--- src/pkg/pmsp_params.svh ---
`ifndef PMSP_PARAMS_SVH
`define PMSP_PARAMS_SVH

`define PMSP_CLK_MHZ      100
`define PMSP_T_VP_US      4000
`define PMSP_T_SYS_US     500
`define PMSP_T_IO_US      500
`define PMSP_T_ANA_US     1000
`define PMSP_T_CHK_US     500
`define PMSP_T_RST_US     11500
`define PMSP_T_BACK_US    350000
`define PMSP_T_VP_CYC     (`PMSP_T_VP_US * `PMSP_CLK_MHZ)
`define PMSP_T_SYS_CYC    (`PMSP_T_SYS_US * `PMSP_CLK_MHZ)
`define PMSP_T_IO_CYC     (`PMSP_T_IO_US * `PMSP_CLK_MHZ)
`define PMSP_T_ANA_CYC    (`PMSP_T_ANA_US * `PMSP_CLK_MHZ)
`define PMSP_T_CHK_CYC    (`PMSP_T_CHK_US * `PMSP_CLK_MHZ)
`define PMSP_T_RST_CYC    (`PMSP_T_RST_US * `PMSP_CLK_MHZ)
`define PMSP_T_BACK_CYC   (`PMSP_T_BACK_US * `PMSP_CLK_MHZ)
`define PMSP_TMR_W        26
`define PMSP_DEB_CYC      3'h4
`define PMSP_NS           15

`define PMSP_S_VIN_START  0
`define PMSP_S_VIN_UVR    1
`define PMSP_S_VIN_UVF    2
`define PMSP_S_VP_UVR     3
`define PMSP_S_VP_UVF     4
`define PMSP_S_SYS_PG     5
`define PMSP_S_IO_PG      6
`define PMSP_S_ANA_PG     7
`define PMSP_S_CORE_PG    8
`define PMSP_S_T120       9
`define PMSP_S_T140       10
`define PMSP_S_T155       11
`define PMSP_S_BUTTON     12
`define PMSP_S_PACK       13
`define PMSP_S_WAKE_TMR   14

`define PMSP_OFF_CTRL     8'h00
`define PMSP_OFF_WAKE     8'h04
`define PMSP_OFF_STAT     8'h08
`define PMSP_OFF_IRQ_EN   8'h0c
`define PMSP_OFF_STATE    8'h10

`define PMSP_CTRL_HIB     0
`define PMSP_CTRL_PUMP    1
`define PMSP_CTRL_MUX_LO  2
`define PMSP_CTRL_MUX_HI  4
`define PMSP_WAKE_BTN_EN  0
`define PMSP_WAKE_BTN_POL 1
`define PMSP_WAKE_PACK_EN 2
`define PMSP_WAKE_PACK_HI 3
`define PMSP_WAKE_TMR_EN  4
`define PMSP_STAT_W120    0
`define PMSP_STAT_W140    1
`define PMSP_STAT_F155    2
`define PMSP_STAT_PGF     3

`define PMSP_RST_WAKE     5'h00
`define PMSP_RST_IRQ_EN   3'h0

`endif

--- src/pkg/pmsp_pkg.sv ---
`include "pmsp_params.svh"
package pmsp_pkg;

    typedef enum logic [11:0] {
        ST_OFF  = 12'h001,
        ST_BUCK = 12'h002,
        ST_VPW  = 12'h004,
        ST_SYSW = 12'h008,
        ST_IOW  = 12'h010,
        ST_ANAW = 12'h020,
        ST_CHK  = 12'h040,
        ST_RSTD = 12'h080,
        ST_RUN  = 12'h100,
        ST_BACK = 12'h200,
        ST_UVLO = 12'h400,
        ST_HIB  = 12'h800
    } pmsp_state_t;

    typedef enum logic [2:0] {
        MUX_PACK_X002 = 3'h0,
        MUX_BAT_X002  = 3'h1,
        MUX_VIN_X002  = 3'h2,
        MUX_CORE      = 3'h3,
        MUX_ANA_X04   = 3'h4,
        MUX_IO_X04    = 3'h5,
        MUX_SYS_X04   = 3'h6,
        MUX_TEMP      = 3'h7
    } pmsp_mux_t;

    typedef struct packed {
        logic        psel;
        logic        penable;
        logic        pwrite;
        logic [7:0]  paddr;
        logic [31:0] pwdata;
    } pmsp_apb_req_t;

    typedef struct packed {
        logic        pready;
        logic [31:0] prdata;
        logic        pslverr;
    } pmsp_apb_rsp_t;

    typedef struct packed {
        logic high_voltage_step_down;
        logic system_supply;
        logic io_supply;
        logic analog_supply;
        logic core_supply;
    } pmsp_rails_t;

    typedef struct packed {
        logic [`PMSP_NS-1:0]       s1;
        logic [`PMSP_NS-1:0]       s2;
        logic [`PMSP_NS-1:0]       flt;
        logic [`PMSP_NS-1:0][2:0]  dc;
        pmsp_state_t               st;
        logic [`PMSP_TMR_W-1:0]    tmr;
        logic                      vin_ok;
        logic                      vp_seen;
        logic                      pump;
        pmsp_mux_t                 mux;
        logic [4:0]                wake;
        logic [3:0]                stat;
        logic [2:0]                irq_en;
        logic [31:0]               prdata;
        logic                      pslverr;
        pmsp_rails_t               rails;
        logic                      mcu_run;
        logic                      irq;
    } pmsp_regs_t;

endpackage : pmsp_pkg

--- src/rtl/pmsp_top.sv ---
// Contract
// - Converter input reaching 18V enables the step-down converter.
// - Main supply at 10V, wait 4ms, then enable system supply.
// - System supply good, wait 0.5ms, then enable IO supply.
// - 0.5ms after IO supply, enable analog supply.
// - 1ms after analog supply, enable core supply last.
// - Check all four power-good flags 0.5ms after core enable.
// - All good at check: wait 11.5ms, then release MCU reset.
// - Input undervoltage shutdown restarts at once when input rises again.
// - Input fine but main supply low: converter off, 350ms, restart.
// - Input undervoltage uses 19V rising and 17V falling thresholds.
// - A firmware register write enters hibernate, shutting regulators down.
// - Hibernate turns every internal regulator off.
// - Wake from button with polarity, pack detect, or wakeup timer.
// - Pack detect wake threshold selectable between 5V and 20V.
// - Any supply losing power good flags a fault and resets MCU.
// - MCU held in reset until all supplies good and delay expired.
// - Monitor multiplexer selects one of eight sources for the ADC.
// - Warnings at 120C and 140C do not reset the MCU.
// - Firmware enables interrupts per temperature level.
// - Reaching 155C declares a fault and resets the MCU.
// - Temperature fault status survives the reset it causes.
//
// The implementer's own choices: the register addresses and the APB register port.
`timescale 1ns/10ps
`include "pmsp_params.svh"
module pmsp_top #(
    parameter int unsigned T_VP_CYC   = `PMSP_T_VP_CYC,
    parameter int unsigned T_SYS_CYC  = `PMSP_T_SYS_CYC,
    parameter int unsigned T_IO_CYC   = `PMSP_T_IO_CYC,
    parameter int unsigned T_ANA_CYC  = `PMSP_T_ANA_CYC,
    parameter int unsigned T_CHK_CYC  = `PMSP_T_CHK_CYC,
    parameter int unsigned T_RST_CYC  = `PMSP_T_RST_CYC,
    parameter int unsigned T_BACK_CYC = `PMSP_T_BACK_CYC
) (
    input  wire logic                   sys_clk,
    input  wire logic                   rst_n,
    input  wire pmsp_pkg::pmsp_apb_req_t apb_req,
    output      pmsp_pkg::pmsp_apb_rsp_t apb_rsp,
    input  wire logic [`PMSP_NS-1:0]    sense,
    output      pmsp_pkg::pmsp_rails_t  rails,
    output      logic                   mcu_rst_n,
    output      logic                   gate_drive_pump_en,
    output      pmsp_pkg::pmsp_mux_t    monitoring_multiplexer_sel,
    output      logic                   pack_thr_high,
    output      logic                   temp_irq
);

    localparam int TW = `PMSP_TMR_W;

    logic                 rst_q1;
    logic                 rst_s;
    pmsp_pkg::pmsp_regs_t r;
    pmsp_pkg::pmsp_regs_t n;
    logic                 wr;
    logic                 setup;
    logic                 all_pg;
    logic                 go_ok;
    logic                 wake_hit;
    logic                 tmr_done;
    logic                 hib_req;
    logic [3:0]           stat_clr;
    logic [3:0]           stat_set;

    // Reset release
    always_ff @(posedge sys_clk or negedge rst_n) begin
        if (!rst_n) begin
            rst_q1 <= 1'b0;
            rst_s  <= 1'b0;
        end else begin
            rst_q1 <= 1'b1;
            rst_s  <= rst_q1;
        end
    end

    assign all_pg   = r.flt[`PMSP_S_SYS_PG] & r.flt[`PMSP_S_IO_PG]
                    & r.flt[`PMSP_S_ANA_PG] & r.flt[`PMSP_S_CORE_PG];
    assign go_ok    = all_pg & ~r.flt[`PMSP_S_T155];
    assign tmr_done = (r.tmr == '0);
    assign wr       = apb_req.psel & apb_req.penable & apb_req.pwrite;
    assign setup    = apb_req.psel & ~apb_req.penable;
    assign hib_req  = wr && (apb_req.paddr == `PMSP_OFF_CTRL)
                    && apb_req.pwdata[`PMSP_CTRL_HIB];
    assign wake_hit = (r.wake[`PMSP_WAKE_BTN_EN]
                       && (r.flt[`PMSP_S_BUTTON] == r.wake[`PMSP_WAKE_BTN_POL]))
                    | (r.wake[`PMSP_WAKE_PACK_EN] & r.flt[`PMSP_S_PACK])
                    | (r.wake[`PMSP_WAKE_TMR_EN] & r.flt[`PMSP_S_WAKE_TMR]);
    assign stat_clr = (wr && (apb_req.paddr == `PMSP_OFF_STAT)) ? apb_req.pwdata[3:0] : 4'h0;
    assign stat_set = {(r.st == pmsp_pkg::ST_RUN) & ~all_pg,
                       r.flt[`PMSP_S_T155],
                       r.flt[`PMSP_S_T140],
                       r.flt[`PMSP_S_T120]};

    always_comb begin
        n = r;
        // Input synchroniser and debounce
        n.s1 = sense;
        n.s2 = r.s1;
        for (int i = 0; i < `PMSP_NS; i++) begin
            if (r.s2[i] == r.flt[i]) begin
                n.dc[i] = 3'h0;
            end else if (r.dc[i] == `PMSP_DEB_CYC - 3'h1) begin
                n.flt[i] = r.s2[i];
                n.dc[i]  = 3'h0;
            end else begin
                n.dc[i] = r.dc[i] + 3'h1;
            end
        end

        // Input undervoltage hysteresis
        if (!r.flt[`PMSP_S_VIN_UVF]) begin
            n.vin_ok = 1'b0;
        end else if (r.flt[`PMSP_S_VIN_UVR]) begin
            n.vin_ok = 1'b1;
        end

        // Register writes, set wins over clear
        n.stat = (r.stat & ~stat_clr) | stat_set;
        if (wr) begin
            case (apb_req.paddr)
                `PMSP_OFF_CTRL: begin
                    n.pump = apb_req.pwdata[`PMSP_CTRL_PUMP];
                    n.mux  = pmsp_pkg::pmsp_mux_t'(
                             apb_req.pwdata[`PMSP_CTRL_MUX_HI:`PMSP_CTRL_MUX_LO]);
                end
                `PMSP_OFF_WAKE:   n.wake   = apb_req.pwdata[4:0];
                `PMSP_OFF_IRQ_EN: n.irq_en = apb_req.pwdata[2:0];
                default: begin
                end
            endcase
        end

        // Read data for the access phase
        if (setup) begin
            n.pslverr = 1'b0;
            case (apb_req.paddr)
                `PMSP_OFF_CTRL:   n.prdata = {27'h0, r.mux, r.pump, 1'b0};
                `PMSP_OFF_WAKE:   n.prdata = {27'h0, r.wake};
                `PMSP_OFF_STAT:   n.prdata = {28'h0, r.stat};
                `PMSP_OFF_IRQ_EN: n.prdata = {29'h0, r.irq_en};
                `PMSP_OFF_STATE:  n.prdata = {4'h0, r.vin_ok, r.flt, r.st};
                default: begin
                    n.prdata  = 32'h0;
                    n.pslverr = 1'b1;
                end
            endcase
        end

        // Temperature interrupt
        n.irq = |(n.stat[2:0] & n.irq_en);

        // Sequencer
        if (!tmr_done) begin
            n.tmr = r.tmr - TW'(1);
        end
        case (r.st)
            pmsp_pkg::ST_OFF: begin
                if (r.flt[`PMSP_S_VIN_START]) begin
                    n.st = pmsp_pkg::ST_BUCK;
                end
            end

            pmsp_pkg::ST_BUCK: begin
                if (r.flt[`PMSP_S_VP_UVR]) begin
                    n.st      = pmsp_pkg::ST_VPW;
                    n.tmr     = TW'(T_VP_CYC);
                    n.vp_seen = 1'b1;
                end
            end

            pmsp_pkg::ST_VPW: begin
                if (tmr_done) begin
                    n.st  = pmsp_pkg::ST_SYSW;
                    n.tmr = TW'(T_SYS_CYC);
                end
            end

            pmsp_pkg::ST_SYSW: begin
                if (!r.flt[`PMSP_S_SYS_PG]) begin
                    n.tmr = TW'(T_SYS_CYC);
                end else if (tmr_done) begin
                    n.st  = pmsp_pkg::ST_IOW;
                    n.tmr = TW'(T_IO_CYC);
                end
            end

            pmsp_pkg::ST_IOW: begin
                if (tmr_done) begin
                    n.st  = pmsp_pkg::ST_ANAW;
                    n.tmr = TW'(T_ANA_CYC);
                end
            end

            pmsp_pkg::ST_ANAW: begin
                if (tmr_done) begin
                    n.st  = pmsp_pkg::ST_CHK;
                    n.tmr = TW'(T_CHK_CYC);
                end
            end

            pmsp_pkg::ST_CHK: begin
                if (tmr_done && go_ok) begin
                    n.st  = pmsp_pkg::ST_RSTD;
                    n.tmr = TW'(T_RST_CYC);
                end
            end

            pmsp_pkg::ST_RSTD: begin
                if (!go_ok) begin
                    n.st  = pmsp_pkg::ST_CHK;
                    n.tmr = '0;
                end else if (tmr_done) begin
                    n.st = pmsp_pkg::ST_RUN;
                end
            end

            pmsp_pkg::ST_RUN: begin
                if (!go_ok) begin
                    n.st  = pmsp_pkg::ST_CHK;
                    n.tmr = '0;
                end else if (hib_req) begin
                    n.st = pmsp_pkg::ST_HIB;
                end
            end

            pmsp_pkg::ST_BACK: begin
                if (tmr_done) begin
                    n.st = pmsp_pkg::ST_BUCK;
                end
            end

            pmsp_pkg::ST_UVLO: begin
                if (r.vin_ok) begin
                    n.st = pmsp_pkg::ST_BUCK;
                end
            end

            pmsp_pkg::ST_HIB: begin
                if (wake_hit) begin
                    n.st = pmsp_pkg::ST_BUCK;
                end
            end
            default: begin
                n.st  = pmsp_pkg::ST_OFF;
                n.tmr = '0;
            end
        endcase

        // Supply loss overrides the powered states
        if (r.st[8:1] != 8'h00) begin
            if (!r.vin_ok && r.st != pmsp_pkg::ST_OFF) begin
                n.st  = pmsp_pkg::ST_UVLO;
                n.tmr = '0;
            end else if (r.vp_seen && !r.flt[`PMSP_S_VP_UVF]) begin
                n.st  = pmsp_pkg::ST_BACK;
                n.tmr = TW'(T_BACK_CYC);
            end
        end

        if (n.st[11:9] != 3'h0 || n.st == pmsp_pkg::ST_OFF) begin
            n.vp_seen = 1'b0;
        end

        // Regulator enables follow the next state
        case (n.st)
            pmsp_pkg::ST_BUCK, pmsp_pkg::ST_VPW: n.rails = 5'b10000;
            pmsp_pkg::ST_SYSW:                   n.rails = 5'b11000;
            pmsp_pkg::ST_IOW:                    n.rails = 5'b11100;
            pmsp_pkg::ST_ANAW:                   n.rails = 5'b11110;
            pmsp_pkg::ST_CHK, pmsp_pkg::ST_RSTD,
            pmsp_pkg::ST_RUN:                    n.rails = 5'b11111;
            default:                             n.rails = 5'b00000;
        endcase

        n.mcu_run = (n.st == pmsp_pkg::ST_RUN);

        // Hibernate keeps the pump off
        if (n.st == pmsp_pkg::ST_HIB) begin
            n.pump = 1'b0;
        end
    end

    always_ff @(posedge sys_clk or negedge rst_s) begin
        if (!rst_s) begin
            r        <= '0;
            r.st     <= pmsp_pkg::ST_OFF;
            r.wake   <= `PMSP_RST_WAKE;
            r.irq_en <= `PMSP_RST_IRQ_EN;
        end else begin
            r <= n;
        end
    end

    assign apb_rsp.pready            = 1'b1;
    assign apb_rsp.prdata            = r.prdata;
    assign apb_rsp.pslverr           = r.pslverr;
    assign rails                     = r.rails;
    assign mcu_rst_n                 = r.mcu_run;
    assign gate_drive_pump_en        = r.pump;
    assign monitoring_multiplexer_sel = r.mux;
    assign pack_thr_high             = r.wake[`PMSP_WAKE_PACK_HI];
    assign temp_irq                  = r.irq;
endmodule : pmsp_top

--- config.mk ---
export PLATFORM = sky130hd
export DESIGN_NAME = pmsp_top
export DESIGN_NICKNAME = d
export VERILOG_FILES = /design/src/pkg/pmsp_pkg.sv /design/src/rtl/pmsp_top.sv
export VERILOG_INCLUDE_DIRS = /design/src /design/src/pkg
export SDC_FILE = /design/constraint.sdc
export NUM_CORES = 1
export LEC_CHECK = 0
export BUFFER_PORTS_ARGS = -buffer_cell sky130_fd_sc_hd__buf_4
export CORE_MARGIN = 4
export CORE_UTILIZATION = 54
export CTS_BUF_LIST = sky130_fd_sc_hd__clkbuf_4 sky130_fd_sc_hd__clkbuf_8
export DETAILED_ROUTE_END_ITERATION = 16
export GPL_ROUTABILITY_DRIVEN = 0
export GPL_TIMING_DRIVEN = 1
export HOLD_SLACK_MARGIN = 0.06
export PLACE_DENSITY = 0.78
export SYNTH_ARGS = -nofsm -noshare
export SYNTH_HDL_FRONTEND = slang
export SYNTH_SLANG_ARGS = --single-unit
--- constraint.sdc ---
create_clock -name sys_clk -period 6.1 [get_ports sys_clk]
set_clock_uncertainty 0.2 [all_clocks]
set_input_delay 0.305 -clock sys_clk [delete_from_list [all_inputs] [get_ports sys_clk]]
set_output_delay 0.305 -clock sys_clk [all_outputs]
set_load 0.01 [all_outputs]
==> out/qor.csv, run 1 <==
stage,metric,value,unit
timing,final setup TNS,0,ps
routing,Avg Vias per Cell,5.92,
yosys,Synth warnings,0,
clocking,clk root buf,clkbuf_8,
timing,Max-Slew Margin vs Limit,15.8,%
run_status,status,finished clean,
clocking,CTS buffer count,17,
floorplan,Die ar.,0.0177,mm2
routing,detailed-route wire length,18.4,mm
routing,1st-iter DRT viols,597,
routing,drt drc,0,
yosys,Main synth FF type,dfrtp_1,
floorplan,core area,0.0153,mm2
final_layout,"Cell Count, Final, Fillers Out",1028,
floorplan,Die W,133,um
global_routing,vias in the first global route,6291,
floorplan,Die Y,133,um
timing,RSZ-0062 raised after global routing,no,
routing,DR pass1 iterations,5,
yosys,Mapped Area,0.00845,mm2
final_layout,area grow syn2layout,13.4,%
routing,Final ANT Viol Nets,0,
timing,"Setup violations, final",0,
global_routing,Tot GR Track Use,21.6,%
clocking,Clock Tree Buf Depth,2,
floorplan,Starting Density,55.4,%
clocking,CTS H-tree depth,4,
timing,final hold violations,0,
yosys,Async SR Flop Fraction,100,%
clocking,CTS sink cnt,184,
place,Placed Cells,974,
timing,Max Slew Vio Count,0,
global_routing,first-pass GRT wire length,30.9,mm
yosys,Yosys reg bits,184,
final_layout,ratio of cells with drive above 1 in the final layout,19.5,%
timing,final worst-path cycle share,62.9,%
floorplan,row cnt,45,
final_layout,Antenna diodes,0,
flow_run,max cap viols,0,
global_routing,Congestion Overflow GR,0,
pwr,P_leak,4.54,nW
setup_path,Worst setup EP type,register,
clocking,Post-CTS Setup Inserts,0,
yosys,Post-synth EDFFs,0,
yosys,Mapped Cells,746,
yosys,sequential-to-total area share from yosys stat,54.5,%
global_routing,largest net degree at the start of global routing,85,
place,dpl hpwl,13.2,mm
routing,via count,6087,
clocking,TritonCTS clock tree,built,
timing,Tightest Pin Transition,1250,ps
floorplan,IO Pins,106,
setup_path,critical path peak fanout,21,
clocking,# hold bufs at CTS,22,
final_layout,Final nets,881,
timing,Final min period,3840,ps
final_layout,layout filler cell count,1185,
setup_path,CP Data Required Time,6200,ps
pwr,VDD IR max,0.000339,V
clocking,post-cts gate resize count,0,
place,Buffers on Ports,73,
clocking,clk slew on worst S/H paths,90,ps
setup_path,CP arrival,3940,ps
routing,routed len/inst,17.9,um
global_routing,initial antenna violation count,0,
min_path,worst min-delay path class,reg2async,
timing,fmax,0.261,GHz
yosys,mean area per synthesized cell,11.3,um2
clocking,worst skew pair latency,460,ps
setup_path,Worst Setup Path Type,reg2reg,
yosys,Yosys cell types,70,
pwr,overall power,3.97,mW
setup_path,startpoint types,register,
pwr,PwrDens,414,mW/mm2
[cell families after synthesis]
family | Yosys count | share of synthesized area (%)
other | 2 | 0.0889
flip-flops | 184 | 54.5
XOR/XNOR | 36 | 3.73
AO/OA/AOI/OAI | 131 | 11.6
adder cells (fa/ha/maj) | 17 | 2.52
AND/OR/NAND/NOR | 262 | 17.6
multiplexers | 34 | 4.43
buffers and inverters | 80 | 5.49
[flip-flops by register name (all words and copies together) (netlist names)]
signal,flops
rails,5
pack_thr_high,1
temp_irq,1
mcu_rst_n,1
rst_q1,1
monitoring_multiplexer_sel,3
rst_s,1
apb_rsp,29
n,15
r,126
gate_drive_pump_en,1
[synth_stat cells, types with 3 or more instances]
master / number / share of area (%)
o21ai_0: 16 / 0.95
o211ai_1: 3 / 0.27
xnor2_1: 26 / 2.7
o31ai_1: 3 / 0.27
a21oi_1: 22 / 1.3
nand2b_1: 6 / 0.44
and4_1: 6 / 0.62
nand4_1: 12 / 0.89
mux2i_1: 7 / 0.83
nor2b_1: 40 / 3.0
buf_2: 5 / 0.30
a41o_1: 3 / 0.36
xor2_1: 10 / 1.0
o22ai_1: 4 / 0.30
nor2_1: 47 / 2.1
a211oi_1: 5 / 0.44
mux2_2: 27 / 3.6
inv_1: 12 / 0.53
a221oi_1: 3 / 0.31
ha_1: 17 / 2.5
nand3_1: 12 / 0.71
a22o_1: 28 / 2.9
or3_1: 7 / 0.52
a31oi_1: 7 / 0.52
nor3_1: 33 / 2.0
nor4_1: 10 / 0.74
or2_2: 5 / 0.37
nor3b_1: 20 / 1.8
a211o_1: 3 / 0.31
buf_4: 42 / 3.7
nor4_2: 4 / 0.59
or4_1: 8 / 0.71
dfrtp_1: 183 / 54
nand2_1: 36 / 1.6
and3_1: 5 / 0.37
clkbuf_1: 20 / 0.89
a21o_1: 9 / 0.80
[per-stage QoR]
| step | hold slack, ps | area [um2] | util [%] | setup WS (ps) |
|---|---|---|---|---|
| 6_report | 115 | 9590 | 62.8 | 2260 |
| 5_1_grt | 141 | 9590 | 62.8 | 2010 |
| 4_1_cts | 132 | 9590 | 62.8 | 2330 |
| 3_5_place_dp | -111 | 8920 | 58.5 | 2340 |
| 3_3_place_gp | -111 | 8920 | 58.5 | 2510 |
| 2_1_floorplan | -191 | 8470 | - | 395 |
[critical path, stage by stage (launching register included)]
cell and delay [ps]:
dfrtp_1 400, inv_1 90, ha_1 210, or4b_1 590
nor3_1 280, and3_4 400, inv_2 200, o21ai_0 280
o211ai_1 250, o21ai_1 670, a211oi_1 120
[cell type report]
class	instances	area, um2	area share, %
Multi-Input combinational cell	486	3400	35.5
Clock buffer	21	289	3.02
Timing Repair Buffer	102	821	8.56
Tap cell	211	264	2.75
Clock inverter	11	151	1.58
Inverter	13	48.8	0.509
Sequential cell	184	4610	48.1
[cell usage in the layout (no fill, tap or decap), drive strengths merged, types with 5 or more instances in the layout]
cell         instances
dfrtp              183
buf                 80
nor2                47
nor2b               40
nand2               36
nor3                34
a22o                28
mux2                27
xnor2               26
a21oi               22
dlygate4sd3         22
clkbuf              21
nor3b               20
o21ai               18
inv                 18
ha                  17
nor4                14
nand3               12
nand4               12
xor2                10
a21o                 9
or4                  8
or3                  7
a31oi                7
mux2i                7
and4                 6
nand2b               6
conb                 6
and3                 6
or2                  6
a211oi               5
o211ai               5
[report_power, final]
group | switching (mW) | leakage [nW] | internal (mW)
clock | 0.452 | 0.224 | 0.423
sequential | 0.238 | 2.40 | 1.43
combinational | 0.832 | 1.92 | 0.592
total | 1.52 | 4.54 | 2.45
[layer usage]
layer	share of wire [%]	vias to the layer above	GRT usage, %	routed length, um
li1	-	2770	-	-
met1	42	3021	28.1	7710
met2	49	248	35.8	8950
met3	6.8	48	4.19	1260
met4	2.7	0	9.09	502
met5	0	-	0	0
[worst paths after layout]
kind / start / end / slack [ps] / cells past startpoint
min in group sys_clk: n[157]$_DFF_PN0_ / r[157]$_DFF_PN0_ / 150 / 0
min reg2reg: rst_s$_DFF_PN0_ / r[81]$_DFF_PN0_ / 120 / 0
max reg2reg: r[58]$_DFF_PN0_ / r[59]$_DFF_PN0_ / 2260 / 10
max: r[58]$_DFF_PN0_ / r[59]$_DFF_PN0_ / 2260 / 10
max in group asynchronous: rst_s$_DFF_PN0_ / r[138]$_DFF_PN0_ / 4200 / 1
min: rst_s$_DFF_PN0_ / r[81]$_DFF_PN0_ / 120 / 0
Power figures use the tool's default switching activity.
==> run 2: changes to the inputs <==
--- a/config.mk
+++ b/config.mk
@@ -8,13 +8,13 @@
 export LEC_CHECK = 0
 export BUFFER_PORTS_ARGS = -buffer_cell sky130_fd_sc_hd__buf_4
 export CORE_MARGIN = 4
-export CORE_UTILIZATION = 54
+export CORE_UTILIZATION = 55
 export CTS_BUF_LIST = sky130_fd_sc_hd__clkbuf_4 sky130_fd_sc_hd__clkbuf_8
 export DETAILED_ROUTE_END_ITERATION = 16
 export GPL_ROUTABILITY_DRIVEN = 0
 export GPL_TIMING_DRIVEN = 1
 export HOLD_SLACK_MARGIN = 0.06
-export PLACE_DENSITY = 0.78
+export PLACE_DENSITY = 0.76
 export SYNTH_ARGS = -nofsm -noshare
 export SYNTH_HDL_FRONTEND = slang
 export SYNTH_SLANG_ARGS = --single-unit
==> constraint.sdc (replaced) <==
create_clock -name sys_clk -period 3.7 [get_ports sys_clk]
set_clock_uncertainty 0.2 [all_clocks]
set_input_delay 0.185 -clock sys_clk [delete_from_list [all_inputs] [get_ports sys_clk]]
set_output_delay 0.185 -clock sys_clk [all_outputs]
set_load 0.01 [all_outputs]
==> run 2 against run 1 <==
Compared with the run above: via count is 0.84% higher; combinational power is 73% higher; die area is 1.7% lower; sequential share of layout area is 0.39 points lower; clock power is 62% higher; critical path type unchanged; critical endpoint is now r[76]$_DFF_PN0_; largest cell class unchanged.
==> out/qor.csv, run 2 (synthesis gave the netlist of run 1 again) <==
stage,metric,value,unit
timing,Tightest Pin Transition,1110,ps
min_path,Hold Path Stages,5,
routing,met1 WL,7.76,mm
timing,final setup TNS,0,ps
setup_path,reg2reg path depth,10,
clocking,worst skew pair latency,470,ps
floorplan,Starting Density,55.8,%
routing,detailed-route wire length,19.0,mm
clocking,clk slew on worst S/H paths,100,ps
setup_path,critical path peak fanout,17,
routing,met3 WL,1.40,mm
routing,DR pass1 iterations,5,
final_layout,Multi-input gate area,0.00341,mm2
routing,top routing layer in use,met4,
routing,met2 wire length,9.37,mm
global_routing,vias in the first global route,6368,
final_layout,Reg with most FFs,r,
routing,via count,6138,
min_path,worst min-delay path class,in2reg,
timing,Max-Slew Margin vs Limit,26.3,%
timing,final hold violations,0,
final_layout,Antenna diodes,0,
timing,"Setup violations, final",0,
timing,Final min period,3450,ps
global_routing,Tot GR Track Use,22.9,%
clocking,CTS sink cnt,184,
final_layout,most frequent cells in the layout,"dfrtp_1, buf_4, nor2_1",
place,Placement Cell Area,0.00897,mm2
setup_path,Worst Setup Path Type,reg2reg,
routing,drt drc,0,
final_layout,Largest register FFs,126,
final_layout,ratio of cells with drive above 1 in the final layout,20.5,%
floorplan,row cnt,45,
timing,RSZ-0062 raised after global routing,no,
place,Placed Cells,961,
final_layout,Final nets,894,
setup_path,CP Data Required Time,3840,ps
timing,final worst-path cycle share,93.2,%
final_layout,"commonest non-fill, non-tap cell in the layout",dfrtp_1,
global_routing,largest net degree at the start of global routing,90,
pwr,P_leak,4.59,nW
clocking,TritonCTS clock tree,built,
timing,fmax,0.290,GHz
floorplan,Die W,132,um
timing,Max Slew Vio Count,0,
clocking,CTS H-tree depth,4,
routing,routed len/inst,18.7,um
floorplan,IO Pins,106,
routing,Avg Vias per Cell,6.03,
setup_path,CP arrival,3600,ps
final_layout,"Cell Count, Final, Fillers Out",1018,
setup_path,Worst setup EP type,register,
final_layout,area grow syn2layout,14.3,%
global_routing,first-pass GRT wire length,32.0,mm
clocking,Clock Tree Buf Depth,2,
place,dpl hpwl,13.6,mm
pwr,PwrDens,685,mW/mm2
final_layout,sequential cell area,0.00461,mm2
final_layout,layout filler cell count,1139,
setup_path,startpoint types,register,
floorplan,Die Y,132,um
floorplan,core area,0.0151,mm2
pwr,VDD IR max,0.000484,V
clocking,Post-CTS Setup Inserts,0,
run_status,status,finished clean,
place,Buffers on Ports,73,
routing,Final ANT Viol Nets,0,
global_routing,initial antenna violation count,0,
global_routing,Congestion Overflow GR,0,
clocking,CTS buffer count,17,
final_layout,post-route cell area,0.00966,mm2
floorplan,Die ar.,0.0174,mm2
flow_run,max cap viols,0,
routing,1st-iter DRT viols,498,
clocking,clk root buf,clkbuf_8,
run 2: critical path: stages, from the launching register on:
cell and delay (ps):
dfrtp_1 400, inv_1 90, ha_1 200, or4b_1 610, nor3_1 290, and3_4 310, inv_2 160, o21ai_0 290
nand3_1 240, o31ai_1 420, a21oi_1 90
run 2: per-layer routing:
metal / vias to the layer above / global-route usage [%]
met1: 3037 / 29.3
met2: 260 / 37.3
met5: - / 0
met3: 48 / 5.99
li1: 2793 / -
met4: 0 / 9.22
run 2: what timing repair did:
item / in CTS / in global routing
endpoints found under the hold margin: 45 / 0
endpoints found under the setup margin: 0 / 1
hold buffers: 25 / 0
gates resized for setup: 0 / 1
run 2: worst paths after layout:
| path | startpoint | slack [ps] | end |
|---|---|---|---|
| setup / recovery | r[58]$_DFF_PN0_ | 250 | r[76]$_DFF_PN0_ |
| hold / removal | apb_req[42] | 90 | apb_rsp[3]$_DFFE_PN0P_ |
| setup reg to reg | r[58]$_DFF_PN0_ | 250 | r[76]$_DFF_PN0_ |
| hold reg to reg | n[157]$_DFF_PN0_ | 150 | r[157]$_DFF_PN0_ |
| max in group asynchronous | rst_s$_DFF_PN0_ | 1970 | n[158]$_DFF_PN0_ |
| min in group asynchronous | rst_s$_DFF_PN0_ | 340 | n[159]$_DFF_PN0_ |
run 2: where the power goes:
group	internal (mW)	switching, mW
sequential	2.37	0.374
clock	0.677	0.746
combinational	1.03	1.42
total	4.07	2.54
run 2: through the flow:
| stage | hold slack (ps) | total power, mW | worst slack [ps] | util (%) |
|---|---|---|---|---|
| CTS | 69.0 | 6.61 | 305 | 63.7 |
| finish | 92.3 | 6.62 | 250 | 63.8 |
| global placement | -231 | 4.98 | 458 | 59.2 |
| global route | 111 | 7.04 | 38.8 | 63.8 |
| detailed placement | -231 | 5.14 | 341 | 59.2 |
| floorplan | -311 | 4.46 | 464 | - |
run 2: final cells by class:
| cell class | instances | share of cell area (%) |
|---|---|---|
| Inverter | 13 | 0.505 |
| Multi-Input combinational cell | 486 | 35.3 |
| Timing Repair Buffer | 115 | 9.58 |
| Clock inverter | 12 | 1.61 |
| Sequential cell | 184 | 47.7 |
| Clock buffer | 20 | 2.85 |
| Tap cell | 188 | 2.43 |
